<file path="src/shared/timer01_pkg.sv">
// Purpose: Shared constants and types for the Timer 0/1 block
// Assumes: 8-bit special-function-register bus, one 200 MHz clock
// Notes: Register offsets are the byte addresses on the register port
package timer01_pkg;

    // Register addresses
    localparam logic [7:0] ADDR_MODE_CONFIG = 8'h89;
    localparam logic [7:0] ADDR_C0_LOW = 8'h8a;
    localparam logic [7:0] ADDR_C1_LOW = 8'h8b;
    localparam logic [7:0] ADDR_C0_HIGH = 8'h8c;
    localparam logic [7:0] ADDR_C1_HIGH = 8'h8d;
    localparam logic [7:0] ADDR_CLOCK_SELECT = 8'h8e;
    localparam logic [7:0] REG_RESET = 8'h00;

    // Mode configuration fields
    localparam int GATEN1_BIT = 7;
    localparam int CT1_BIT = 6;
    localparam int T1MODE_LSB = 4;
    localparam int GATEN0_BIT = 3;
    localparam int CT0_BIT = 2;
    localparam int T0MODE_LSB = 0;

    // Clock select fields
    localparam int T3_HIGH_BIT = 7;
    localparam int T3_LOW_BIT = 6;
    localparam int T2_HIGH_BIT = 5;
    localparam int T2_LOW_BIT = 4;
    localparam int C1_SYSCLK_BIT = 3;
    localparam int C0_SYSCLK_BIT = 2;
    localparam int PRESCALE_LSB = 0;

    // Counter geometry
    localparam int LOW5_MSB = 4;

    // Divider ratios
    localparam int SYS_DIV_12 = 12;
    localparam int SYS_DIV_4 = 4;
    localparam int SYS_DIV_48 = 48;
    localparam int EXT_DIV_8 = 8;

    typedef enum logic [1:0] {
        MODE_13BIT = 2'b00,
        MODE_16BIT = 2'b01,
        MODE_8BIT_RELOAD = 2'b10,
        MODE_SPLIT = 2'b11
    } timer_mode_t;

    typedef enum logic [1:0] {
        PRESCALE_DIV12 = 2'b00,
        PRESCALE_DIV4 = 2'b01,
        PRESCALE_DIV48 = 2'b10,
        PRESCALE_EXT_DIV8 = 2'b11
    } prescale_sel_t;

endpackage

</file>
<file path="src/logic/timer01_mode_clock_select.sv">
// Purpose: Timer 0/1 counters, mode and clock-select registers
// Assumes: Register port and all pins synchronous to sys_clk
// Notes: Also hands Timer 2/3 clock enables to those timers
// Notes on behaviour
// - Timer 1 runs on run bit, gated by input 1 when gate enabled; while Timer 0 is split, run by mode alone
// - Timer 0 runs on run bit, gated by input 0 when gate enabled
// - Timer 1 counts selected clock, or falling edges of its pin unless Timer 0 is split
// - Timer 0 counts selected clock, or falling edges of its pin
// - Timer 1 modes: 13-bit, 16-bit, 8-bit reload, inactive
// - Timer 0 modes: 13-bit, 16-bit, 8-bit reload, split 8-bit pair
// - Timer 1 uses prescaler or system clock; ignored when counting pins
// - Timer 0 uses prescaler or system clock; ignored when counting pins
// - Prescaler: sysclk/12, /4, /48, or external clock /8
// - External /8 tick synchronised; external clock not above sysclk
// - Timer 2 high byte clock select, only in split mode
// - Timer 2 low byte clock: external selection or system clock
// - Timer 3 high byte clock select, only in split mode
// - Timer 3 low byte clock: external selection or system clock
// - Timer 0 low byte readable, writable, resets to zero
// - Timer 0 high byte readable, writable, resets to zero
// - Timer 1 low byte readable, writable, resets to zero
// - 13-bit mode: high byte plus low five bits; overflow sets flag
// - 8-bit reload: overflow sets flag, reloads low from high byte
// - Split mode high byte: timer clock, Timer 1 run bit, Timer 1 flag
// - Run bit never clears or reloads the count
`timescale 1ns/10ps
module timer01_mode_clock_select (
    input wire logic sys_clk,
    input wire logic srst,
    input wire logic [7:0] sfr_addr,
    input wire logic sfr_wr,
    input wire logic sfr_rd,
    input wire logic [7:0] sfr_wdata,
    output logic [7:0] sfr_rdata,
    input wire logic timer0_run_bit,
    input wire logic timer1_run_bit,
    input wire logic ext_gate_input0,
    input wire logic ext_gate_input1,
    input wire logic ext_ext_gate_input0_polarity,
    input wire logic ext_ext_gate_input1_polarity,
    input wire logic timer0_count_pin,
    input wire logic timer1_count_pin,
    input wire logic ext_clk_in,
    input wire logic timer0_flag_clear,
    input wire logic timer1_flag_clear,
    output logic timer0_overflow_flag,
    output logic timer1_overflow_flag,
    output logic timer1_overflow_pulse,
    input wire logic timer2_ext_clock_select,
    input wire logic timer2_split,
    input wire logic timer3_ext_clock_select,
    input wire logic timer3_split,
    output logic timer2_low_tick,
    output logic timer2_high_tick,
    output logic timer3_low_tick,
    output logic timer3_high_tick
);
    import timer01_pkg::*;

    typedef struct packed {
        logic [7:0] mode_cfg;
        logic [7:0] clk_sel;
        logic [7:0] c0_low;
        logic [7:0] c0_high;
        logic [7:0] c1_low;
        logic [7:0] c1_high;
        logic of0;
        logic of1;
        logic c1_pulse;
        logic [7:0] rdata;
    } core_state_t;

    typedef struct packed {
        logic [7:0] low;
        logic [7:0] high;
        logic ovf;
    } step_t;

    core_state_t q, d;

    logic tick12, tick4, tick48, tick_ext;
    logic [1:0] pin_fall;
    logic pre_tick;

    // Shared dividers and external clock tick
    timer_prescaler #(
        .DIV_A(SYS_DIV_12),
        .DIV_B(SYS_DIV_4),
        .DIV_C(SYS_DIV_48),
        .DIV_X(EXT_DIV_8)
    ) u_prescaler (
        .sys_clk(sys_clk),
        .srst(srst),
        .ext_clk_in(ext_clk_in),
        .tick_div_a(tick12),
        .tick_div_b(tick4),
        .tick_div_c(tick48),
        .tick_ext(tick_ext)
    );

    // Bit 0 is Timer 0 pin, bit 1 is Timer 1 pin
    pin_fall_detect #(
        .WIDTH(2)
    ) u_pin_fall (
        .sys_clk(sys_clk),
        .srst(srst),
        .pin_in({timer1_count_pin, timer0_count_pin}),
        .fall(pin_fall)
    );

    // Prescaled tick per shared select field
    always_comb begin
        case (prescale_sel_t'(q.clk_sel[PRESCALE_LSB +: 2]))
            PRESCALE_DIV12: pre_tick = tick12;
            PRESCALE_DIV4: pre_tick = tick4;
            PRESCALE_DIV48: pre_tick = tick48;
            PRESCALE_EXT_DIV8: pre_tick = tick_ext;
            default: pre_tick = tick12;
        endcase
    end

    // Timer clock: pin edges in counter function, else sysclk or prescaler
    function automatic logic pick_tick(input logic ct, input logic sys_sel,
        input logic fall, input logic pre);
        if (ct) begin
            pick_tick = fall;
        end else if (sys_sel) begin
            pick_tick = 1'b1;
        end else begin
            pick_tick = pre;
        end
    endfunction

    // Run gating: gate input must match its polarity when gating is on
    function automatic logic gated_run(input logic run, input logic gate_en,
        input logic gate_in, input logic pol);
        gated_run = run && (!gate_en || (gate_in == pol));
    endfunction

    // Timer 2/3 byte clock: system clock, or external choice
    function automatic logic t23_tick(input logic sys_sel, input logic xclk,
        input logic div12, input logic ext8);
        if (sys_sel) begin
            t23_tick = 1'b1;
        end else begin
            t23_tick = xclk ? ext8 : div12;
        end
    endfunction

    // One increment of a timer in modes 0 to 2
    function automatic step_t count_step(input timer_mode_t m,
        input logic [7:0] lo, input logic [7:0] hi);
        step_t s;
        logic [13:0] s13;
        logic [16:0] s16;
        logic [8:0] s8;
        s = '{low: lo, high: hi, ovf: 1'b0};
        s13 = {1'b0, hi, lo[LOW5_MSB:0]} + 14'h0001;
        s16 = {1'b0, hi, lo} + 17'h00001;
        s8 = {1'b0, lo} + 9'h001;
        case (m)
            MODE_13BIT: begin
                // Upper three low-byte bits left as they were
                s.low = {lo[7:LOW5_MSB+1], s13[LOW5_MSB:0]};
                s.high = s13[12:LOW5_MSB+1];
                s.ovf = s13[13];
            end
            MODE_16BIT: begin
                s.low = s16[7:0];
                s.high = s16[15:8];
                s.ovf = s16[16];
            end
            MODE_8BIT_RELOAD: begin
                s.low = s8[8] ? hi : s8[7:0];
                s.ovf = s8[8];
            end
            default: begin
                s.ovf = 1'b0;
            end
        endcase
        count_step = s;
    endfunction

    logic c0_go, c1_go, hi0_go;
    timer_mode_t c0_mode, c1_mode;
    logic c0_split;
    step_t c0_step, c1_step;
    logic [8:0] lo0_split_sum, hi0_split_sum;
    logic set_of0, set_of1;

    // Counting, register writes, flags and read data
    always_comb begin
        d = q;
        c0_mode = timer_mode_t'(q.mode_cfg[T0MODE_LSB +: 2]);
        c1_mode = timer_mode_t'(q.mode_cfg[T1MODE_LSB +: 2]);
        c0_split = (c0_mode == MODE_SPLIT);
        set_of0 = 1'b0;
        set_of1 = 1'b0;
        d.c1_pulse = 1'b0;

        // Timer 0 (low byte alone in split mode)
        c0_go = gated_run(timer0_run_bit, q.mode_cfg[GATEN0_BIT],
            ext_gate_input0, ext_ext_gate_input0_polarity) &&
            pick_tick(q.mode_cfg[CT0_BIT], q.clk_sel[C0_SYSCLK_BIT],
            pin_fall[0], pre_tick);
        c0_step = count_step(c0_mode, q.c0_low, q.c0_high);
        lo0_split_sum = {1'b0, q.c0_low} + 9'h001;
        if (c0_go) begin
            if (c0_split) begin
                d.c0_low = lo0_split_sum[7:0];
                set_of0 = lo0_split_sum[8];
            end else begin
                d.c0_low = c0_step.low;
                d.c0_high = c0_step.high;
                set_of0 = c0_step.ovf;
            end
        end

        // Split mode high byte: timer clock only, Timer 1 run bit
        hi0_go = c0_split && timer1_run_bit &&
            pick_tick(1'b0, q.clk_sel[C0_SYSCLK_BIT], 1'b0,
            pre_tick);
        hi0_split_sum = {1'b0, q.c0_high} + 9'h001;
        if (hi0_go) begin
            d.c0_high = hi0_split_sum[7:0];
            set_of1 = hi0_split_sum[8];
        end

        // Timer 1; while Timer 0 is split, run is set by mode alone
        if (c0_split) begin
            c1_go = (c1_mode != MODE_SPLIT) &&
                pick_tick(1'b0, q.clk_sel[C1_SYSCLK_BIT], 1'b0,
                pre_tick);
        end else begin
            c1_go = gated_run(timer1_run_bit, q.mode_cfg[GATEN1_BIT],
                ext_gate_input1, ext_ext_gate_input1_polarity) &&
                pick_tick(q.mode_cfg[CT1_BIT], q.clk_sel[C1_SYSCLK_BIT],
                pin_fall[1], pre_tick);
        end
        c1_step = count_step(c1_mode, q.c1_low, q.c1_high);
        if (c1_go && c1_mode != MODE_SPLIT) begin
            d.c1_low = c1_step.low;
            d.c1_high = c1_step.high;
            d.c1_pulse = c1_step.ovf;
            if (!c0_split) begin
                set_of1 = c1_step.ovf;
            end
        end

        // Software writes win over a count in the same cycle
        if (sfr_wr) begin
            case (sfr_addr)
                ADDR_MODE_CONFIG: d.mode_cfg = sfr_wdata;
                ADDR_CLOCK_SELECT: d.clk_sel = sfr_wdata;
                ADDR_C0_LOW: d.c0_low = sfr_wdata;
                ADDR_C0_HIGH: d.c0_high = sfr_wdata;
                ADDR_C1_LOW: d.c1_low = sfr_wdata;
                ADDR_C1_HIGH: d.c1_high = sfr_wdata;
                default: d.mode_cfg = q.mode_cfg;
            endcase
        end

        // Set beats clear when both land together
        d.of0 = set_of0 || (q.of0 && !timer0_flag_clear);
        d.of1 = set_of1 || (q.of1 && !timer1_flag_clear);

        // Read data held until the next read; unmapped reads zero
        if (sfr_rd) begin
            case (sfr_addr)
                ADDR_MODE_CONFIG: d.rdata = q.mode_cfg;
                ADDR_CLOCK_SELECT: d.rdata = q.clk_sel;
                ADDR_C0_LOW: d.rdata = q.c0_low;
                ADDR_C0_HIGH: d.rdata = q.c0_high;
                ADDR_C1_LOW: d.rdata = q.c1_low;
                ADDR_C1_HIGH: d.rdata = q.c1_high;
                default: d.rdata = REG_RESET;
            endcase
        end
    end

    // Run bits are never looked at here, so enabling keeps the count
    always_ff @(posedge sys_clk) begin
        if (srst) begin
            q <= '0;
        end else begin
            q <= d;
        end
    end

    // Register-driven outputs
    assign sfr_rdata = q.rdata;
    assign timer0_overflow_flag = q.of0;
    assign timer1_overflow_flag = q.of1;
    assign timer1_overflow_pulse = q.c1_pulse;

    // Timer 2/3 byte clock enables; high select only counts when split
    assign timer2_low_tick = t23_tick(q.clk_sel[T2_LOW_BIT],
        timer2_ext_clock_select, tick12, tick_ext);
    assign timer2_high_tick = timer2_split ?
        t23_tick(q.clk_sel[T2_HIGH_BIT], timer2_ext_clock_select,
        tick12, tick_ext) : timer2_low_tick;
    assign timer3_low_tick = t23_tick(q.clk_sel[T3_LOW_BIT],
        timer3_ext_clock_select, tick12, tick_ext);
    assign timer3_high_tick = timer3_split ?
        t23_tick(q.clk_sel[T3_HIGH_BIT], timer3_ext_clock_select,
        tick12, tick_ext) : timer3_low_tick;

endmodule // timer01_mode_clock_select

</file>
<file path="src/logic/timer_prescaler.sv">
// Purpose: System clock dividers and external clock divide-by-8 tick
// Assumes: External clock no faster than sys_clk
// Notes: Ticks are one-cycle enables on sys_clk
`timescale 1ns/10ps
module timer_prescaler #(
    parameter int DIV_A = timer01_pkg::SYS_DIV_12,
    parameter int DIV_B = timer01_pkg::SYS_DIV_4,
    parameter int DIV_C = timer01_pkg::SYS_DIV_48,
    parameter int DIV_X = timer01_pkg::EXT_DIV_8
) (
    input wire logic sys_clk,
    input wire logic srst,
    input wire logic ext_clk_in,
    output logic tick_div_a,
    output logic tick_div_b,
    output logic tick_div_c,
    output logic tick_ext
);
    import timer01_pkg::*;

    initial begin
        if (DIV_A < 2 || DIV_B < 2 || DIV_C < 2 || DIV_X < 2 ||
            DIV_A > 255 || DIV_B > 255 || DIV_C > 255 || DIV_X > 255) begin
            $error("timer_prescaler: ratios must be 2..255");
        end
    end

    typedef struct packed {
        logic [7:0] cnt_a;
        logic [7:0] cnt_b;
        logic [7:0] cnt_c;
        logic [7:0] cnt_x;
        logic sync1;
        logic sync2;
        logic sync3;
    } presc_state_t;

    presc_state_t q, d;

    // Free-running counters; external clock edges via two-flop sync
    always_comb begin
        d = q;
        d.cnt_a = (q.cnt_a == 8'(DIV_A - 1)) ? 8'h00 : q.cnt_a + 8'h01;
        d.cnt_b = (q.cnt_b == 8'(DIV_B - 1)) ? 8'h00 : q.cnt_b + 8'h01;
        d.cnt_c = (q.cnt_c == 8'(DIV_C - 1)) ? 8'h00 : q.cnt_c + 8'h01;
        d.sync1 = ext_clk_in;
        d.sync2 = q.sync1;
        d.sync3 = q.sync2;
        if (q.sync2 && !q.sync3) begin
            d.cnt_x = (q.cnt_x == 8'(DIV_X - 1)) ? 8'h00 :
                q.cnt_x + 8'h01;
        end
    end

    always_ff @(posedge sys_clk) begin
        if (srst) begin
            q <= '0;
        end else begin
            q <= d;
        end
    end

    // One tick per wrap of each counter
    assign tick_div_a = (q.cnt_a == 8'(DIV_A - 1));
    assign tick_div_b = (q.cnt_b == 8'(DIV_B - 1));
    assign tick_div_c = (q.cnt_c == 8'(DIV_C - 1));
    assign tick_ext = q.sync2 && !q.sync3 &&
        (q.cnt_x == 8'(DIV_X - 1));

endmodule // timer_prescaler

</file>
<file path="src/logic/pin_fall_detect.sv">
// Purpose: Falling-edge strobes for external count pins
// Assumes: Pins already synchronous to sys_clk
// Notes: One strobe per high-to-low transition
`timescale 1ns/10ps
module pin_fall_detect #(
    parameter int WIDTH = 2
) (
    input wire logic sys_clk,
    input wire logic srst,
    input wire logic [WIDTH-1:0] pin_in,
    output logic [WIDTH-1:0] fall
);
    initial begin
        if (WIDTH < 1) begin
            $error("pin_fall_detect: WIDTH must be at least 1");
        end
    end

    typedef struct packed {
        logic [WIDTH-1:0] last;
    } fall_state_t;

    fall_state_t q, d;

    // Previous level, sampled each cycle
    always_comb begin
        d = q;
        d.last = pin_in;
    end

    always_ff @(posedge sys_clk) begin
        if (srst) begin
            q <= '0;
        end else begin
            q <= d;
        end
    end

    // Strobe per bit, exactly one cycle per falling transition
    genvar i;
    generate
        for (i = 0; i < WIDTH; i++) begin : g_fall
            assign fall[i] = q.last[i] && !pin_in[i];
        end
    endgenerate

endmodule // pin_fall_detect

</file>
<file path="config.mk">
export PLATFORM = sky130hd
export DESIGN_NAME = timer01_mode_clock_select
export DESIGN_NICKNAME = d
export VERILOG_FILES = /design/src/shared/timer01_pkg.sv /design/src/logic/timer01_mode_clock_select.sv /design/src/logic/timer_prescaler.sv /design/src/logic/pin_fall_detect.sv
export SDC_FILE = /design/constraint.sdc
export NUM_CORES = 1
export LEC_CHECK = 0
export BUFFER_PORTS_ARGS = -buffer_cell sky130_fd_sc_hd__buf_2
export CAP_MARGIN = 20
export CORE_MARGIN = 2
export CORE_UTILIZATION = 60
export CTS_BUF_LIST = sky130_fd_sc_hd__clkbuf_16
export CTS_CLUSTER_DIAMETER = 50
export CTS_CLUSTER_SIZE = 14
export DETAILED_ROUTE_END_ITERATION = 6
export GPL_TIMING_DRIVEN = 0
export HOLD_SLACK_MARGIN = 0.12
export PLACE_DENSITY = 0.87
export SYNTH_ARGS = -nofsm -noshare
export SYNTH_HDL_FRONTEND = slang
export SYNTH_SLANG_ARGS = --single-unit
</file>
<file path="constraint.sdc">
create_clock -name sys_clk -period 8 [get_ports sys_clk]
set_clock_uncertainty 0.15 [all_clocks]
set_input_delay 0.8 -clock sys_clk [delete_from_list [all_inputs] [get_ports sys_clk]]
set_output_delay 0.8 -clock sys_clk [all_outputs]
set_load 0.01 [all_outputs]
</file>
# [Yosys cells after proc, flatten, opt, wreduce, memory -nomap -nowiden]
# Cells that the tools add are included.
[classes] addsub=11 eq_ne=21 mux=41 reduce_logical=34 bitwise=1
[ops] cell="$mux 8" count=10
[ops] cell="$eq 8x8->1 const B" count=6
[ops] cell="$pmux 8 s3" count=2
[ops] cell="$pmux 8 s6" count=1
[ops] cell="$add 16x1->17 const B" count=2
[ops] cell="$add 8x1->8 const B" count=4
[ops] cell="$mux 16" count=2
[ops] cell="$mux 32" count=1
[ops] cell="$pmux 8 s2" count=2
[ops] cell="$add 13x1->14 const B" count=2
[ops] cell="$add 8x1->9 const B" count=3
[ops] cell="$mux 1" count=20
[ops] cell="$logic_and 1x1->1" count=14
[ops] cell="$eq 2x2->1 const B" count=5
[ops] cell="$eq 8x2->1 const B" count=1
[ops] cell="$eq 8x3->1 const B" count=1
[ops] cell="$eq 8x4->1 const B" count=1
[ops] cell="$eq 8x6->1 const B" count=1
[ops] cell="$reduce_or 2->1" count=4
[ops] cell="$logic_not 1->1" count=7
[ops] cell="$eq 2x1->1 const B" count=3
[ops] cell="$logic_not 2->1" count=3
[ops] cell="$pmux 1 s3" count=2
[ops] cell="$logic_or 1x1->1" count=4
[ops] cell="5 further kinds" count=7
[totals] inputBits=35 out_inout_bits=15 regBits=96 wordCells=126

# [Logic depth before layout (Yosys ltp)]
[logic_depth] depth_word=13 ltp_mapped=9 mapped_depth_nobuf=8

# [Cells and area by module]
# A second synthesis with hierarchy kept.
[unflattened] hier_cells=686 hier_area_um2=5719.2
[modules_own_cells] module="timer01_mode_clock_select" seq_area_each_um2=1181.1 instances=1 area_per_inst_um2=4150.2 cells_per_inst=515
[modules_own_cells] module="timer_prescaler" seq_area_each_um2=700.7 instances=1 area_per_inst_um2=1501.4 cells_per_inst=165
[modules_own_cells] module="pin_fall_detect" seq_area_each_um2=40.0 instances=1 area_per_inst_um2=67.6 cells_per_inst=6

# [Worst setup path after synthesis]
# OpenSTA, ideal clock, no wires.
[synth_path] path_kind="input-to-reg" startpoint="input port sfr_addr[5]" endpoint="register q (netlist bit sfr_rdata[6])" n_path_buf=1 setup_slack_ns=5.138 setup_ns=0.091 cell_stages=6 arrival_time_ns=2.621 required_time_ns=7.759 path_cell_list="nor4b_1 > nand2_1 > nor4b_1 > clkbuf_1 > a21oi_1 > a311oi_1"
[synth_between] elab_chain_len=2 elab_cells_between_ends=7 classes_between="eq/ne: 6; mux: 1"
[synth_lines] item="start, declared" line_no="timer01_mode_clock_select.sv:30" rtl="input wire logic [7:0] sfr_addr,"
[synth_lines] item="$eq 8x8->1" line_no="timer01_mode_clock_select.sv:269" rtl="case (sfr_addr)"
[synth_lines] item="$pmux 8 s6 (*)" line_no="timer01_mode_clock_select.sv:269"
[synth_lines] item="end signal, assigned" line_no="timer01_mode_clock_select.sv:284" rtl="q <= '0;"
[synth_lines] item="end signal, assigned" line_no="timer01_mode_clock_select.sv:286" rtl="q <= d;"
[synth_lines] item="end, declared" line_no="timer01_mode_clock_select.sv:79" rtl="core_state_t q, d;"
# Every way passes the cells marked *; elsewhere a longest branch is shown, timed or not.
# A chain may end at the register's enable or synchronous reset.

# [Worst setup path after layout]
[layout_path] startpoint="input port sfr_addr[5]" endpoint="register q[20] in the netlist's numbering"
[layout_between] elab_chain_len=3
[layout_lines] item="$eq 8x8->1" line_no="timer01_mode_clock_select.sv:252" rtl="case (sfr_addr)"
[layout_lines] item="$mux 8" line_no="timer01_mode_clock_select.sv:252"
[layout_lines] item="$mux 32" line_no="timer01_mode_clock_select.sv:251" rtl="if (sfr_wr) begin"
# Every way passes these cells.

==> qor.csv <==
stage;metric;value;unit
run_status;status;finished clean;
synthesis;Synth top area share;0.3654;
die;full die area;9532;um^2
grt;initial antenna violation count;0;
route;# DRC;0;
clock_network;CTS max path bufs;2;
clock_network;Post-CTS Setup Bufs;0;
sta;Final period util;0.4028;
synthesis;Cell variety after synth;65;
critical_path;critical path's slowest cell;nor3_1;
synthesis;#FFs+latches synth;96;
grt;Congestion Overflow GR;0;
sta;Final Hold Fails;0;
synthesis;Warnings, synthesis;0;
critical_path;CP arrival;3260;ps
critical_path;Most Frequent Cell on Critical Path;nand2_1;
grt;pin count of the biggest net entering global routing;18;
critical_path;critical path fanouts, max;10;
synthesis;Syn Nets;709;
grt;first-pass GRT wire length;24.95;mm
cells_and_area;Antenna Cells;0;
cells_and_area;# nets final;769;
die;core area;8593;um^2
synthesis;Synth Flop Type;dfxtp_1;
clock_network;clock root cell;clkbuf_16;
critical_path;Startpoint Class;input pin;
route;final wirelength;15.84;mm
power_and_ir_drop;PwrDens;164.1;nW/um^2
route;drt via density;6.439;
power_and_ir_drop;Max IR drop VDD;0.0001162;V
clock_network;CTS Hold Bufs;0;
synthesis;asr flop ratio synth;0;
critical_path;slowest stage delay, CP;890;ps
clock_network;CTS buffer count;9;
synthesis;post-synthesis cell area;5260;um^2
sta;pin slew with the least headroom to its limit;1069;ps
clock_network;CTS tree;yes;
cells_and_area;area grow syn2layout;12.58;%
critical_path;crit path kind;in2reg;
placed_design;port bufs;48;
sta;RSZ-0062 raised after global routing;false;
min_path;type of the worst min-delay path;reg2reg;
die;Chip Height;97.63;um
grt;Tot GR Track Use;0.3271;
sta;Slew headroom;0.2819;
synthesis;Seq/Total Area, Yosys;0.3654;
synthesis;mean post-synth cell area;7.886;um^2
route;Routed Antenna Nets;0;
clock_network;CTS Sinks;96;
route;DR WL/cell;18.85;um
die;chip width;97.63;um
synthesis;cells after synthesis;667;
grt;number of global-route vias before repair;5012;
synthesis;EDFF count, synth;0;
critical_path;Critical Path RT;8040;ps
clock_network;cts repair resizes;0;
power_and_ir_drop;Leak;0.002086;uW
critical_path;Critical Path, Cell by Cell;buf_2 -> nor4b_1 -> nand2_1 -> nor3_1 -> nand2_1 -> clkbuf_1 -> nor2_1 -> a311oi_1;
clock_network;Reg clk slew, reported paths;70;ps
clock_network;# H-tree levels;3;
route;DR pass1 iterations;6;
die;Rows;34;
die;io pins;50;
sta;Fmax achieved;310.3;MHz
synthesis;cell accounting for the most synthesized area;dfxtp_1;
sta;Final Setup Violations;0;
clock_network;Clk Latency, worst-skew pair;340;ps
route;DRT iter0 DRCs;507;
synthesis;synth top area cells;dfxtp_1 37%, nor2_1 6.7%, nand3_1 5.1%;
sta;min Tclk post-route;3223;ps
cells_and_area;final core occ;0.6891;
die;Initial Util;0.6121;
cells_and_area;share of cells above drive strength 1;0.1243;
sta;setup_tns;0;ps
route;DR vias;5409;
sta;max-slew violation count;0;
flow_run;max-cap violations;0;
placed_design;Placer Congestion;1.010;
placed_design;DP HPWL;11.33;mm
critical_path;nature of the critical path endpoint;flop;
==> layout make-up <==
class	instances	area [um^2]
Sequential cell	96	1922
Clock inverter	7	57.56
Fill cell	691	2671
Tap cell	108	135.1
Clock buffer	9	225.2
Timing Repair Buffer	49	244.0
Multi-Input combinational cell	515	3097
Inverter	13	48.80
Buffer	43	192.7
==> power breakdown <==
part	internal [uW]	leakage (uW)	total, uW	switching [uW]
Sequential	486	0.000778	494	7.60
Clock	215	0.000133	412	197
Combinational	24.0	0.00118	65.9	41.9
==> final timing paths <==
kind | start | depth (start not counted) | endpoint | slack [ps]
worst min-delay path | u_prescaler.d[1]$_SDFF_PP0_ | 1 | u_prescaler.d[0]$_SDFF_PP0_ | 300
worst max-delay path | sfr_addr[5] | 8 | q[20]$_SDFF_PP0_ | 4780
worst min register to register | u_prescaler.d[1]$_SDFF_PP0_ | 1 | u_prescaler.d[0]$_SDFF_PP0_ | 300
worst max register to register | u_prescaler.q[27]$_SDFF_PP0_ | 9 | q[24]$_SDFF_PP0_ | 4860
==> state kept, by name (all words and copies together), names as in the netlist, 2 cells and up <==
name           flops
c0_mode            2
c1_mode            2
sfr_rdata          8
u_prescaler.q     33
q                 44
u_pin_fall.q       2
u_prescaler.d      2
==> layout by cell type, fill, tap and decap left out, drive strengths merged, types with 15 or more instances in the layout <==
cell type  synthesis  routed
o21ai             19      19
nand2             67      67
buf               11      60
nor3              15      15
inv               13      16
mux2i             15      15
dfxtp             96      96
nand3             54      54
clkbuf            32      41
xor2              23      23
a311oi            18      18
a21oi             41      41
nor2              94      94
==> stage by stage <==
stage | area, um^2 | hold WS [ps] | power [uW] | setup WS (ps) | instances
finish | 5922 | 298.2 | 971.7 | 4777 | 840
floorplan | 5260 | 263.0 | 538.3 | 5138 | 667
detailed placement | 5639 | 280.3 | 568.1 | 4537 | 824
global placement | 5635 | 265.9 | 566.3 | 4466 | 823
CTS | 5922 | 297.1 | 968.4 | 4836 | 840
global route | 5922 | 314.5 | 998.9 | 4574 | 840
==> worst max-delay path, delay by kind of cell <==
family                 cells  cell delay [ps]
buffers and inverters      2              430
and+or+nand+nor            5             1960
AOI/OAI and AO/OA          1               70
==> Yosys cell counts (4+ instances only) <==
master    instances
dfxtp_1          96
nor2_1           94
nand2_1          67
nand3_1          54
a21oi_1          40
clkbuf_1         32
xor2_1           23
o21ai_0          19
a311oi_1         18
mux2i_1          15
nor3_1           15
inv_1            13
xnor2_1          13
a211oi_1         11
and3_1           11
nor2b_1          10
a31oi_1           9
nand2b_1          9
buf_4             8
a22oi_1           7
ha_1              7
nand4_1           7
or2_2             7
or3_1             7
a221oi_1          5
and4_1            4
o22ai_1           4
o32ai_1           4
==> layer usage <==
metal / GRT usage / vias to the layer above / wire length (um)
met5: 0 / - / 0
met4: 0.1571 / 0 / 613
met1: 0.4159 / 2512 / 6365
li1: - / 2528 / -
met3: 0.08058 / 62 / 1717
met2: 0.5210 / 307 / 7140
==> cells by family (layout without fill, tap and decap cells) <==
logic type | after synthesis | count (layout) | synth area share
AOI/OAI and AO/OA | 146 | 146 | 0.1927
DFF | 96 | 96 | 0.3654
muxes | 16 | 16 | 0.03068
buffers and inverters | 56 | 121 | 0.04591
and+or+nand+nor | 310 | 310 | 0.2888
adders and majority gates | 7 | 7 | 0.01665
xor gates and xnor gates | 36 | 36 | 0.05994
Note: power is estimated with default switching activity, not from simulation.
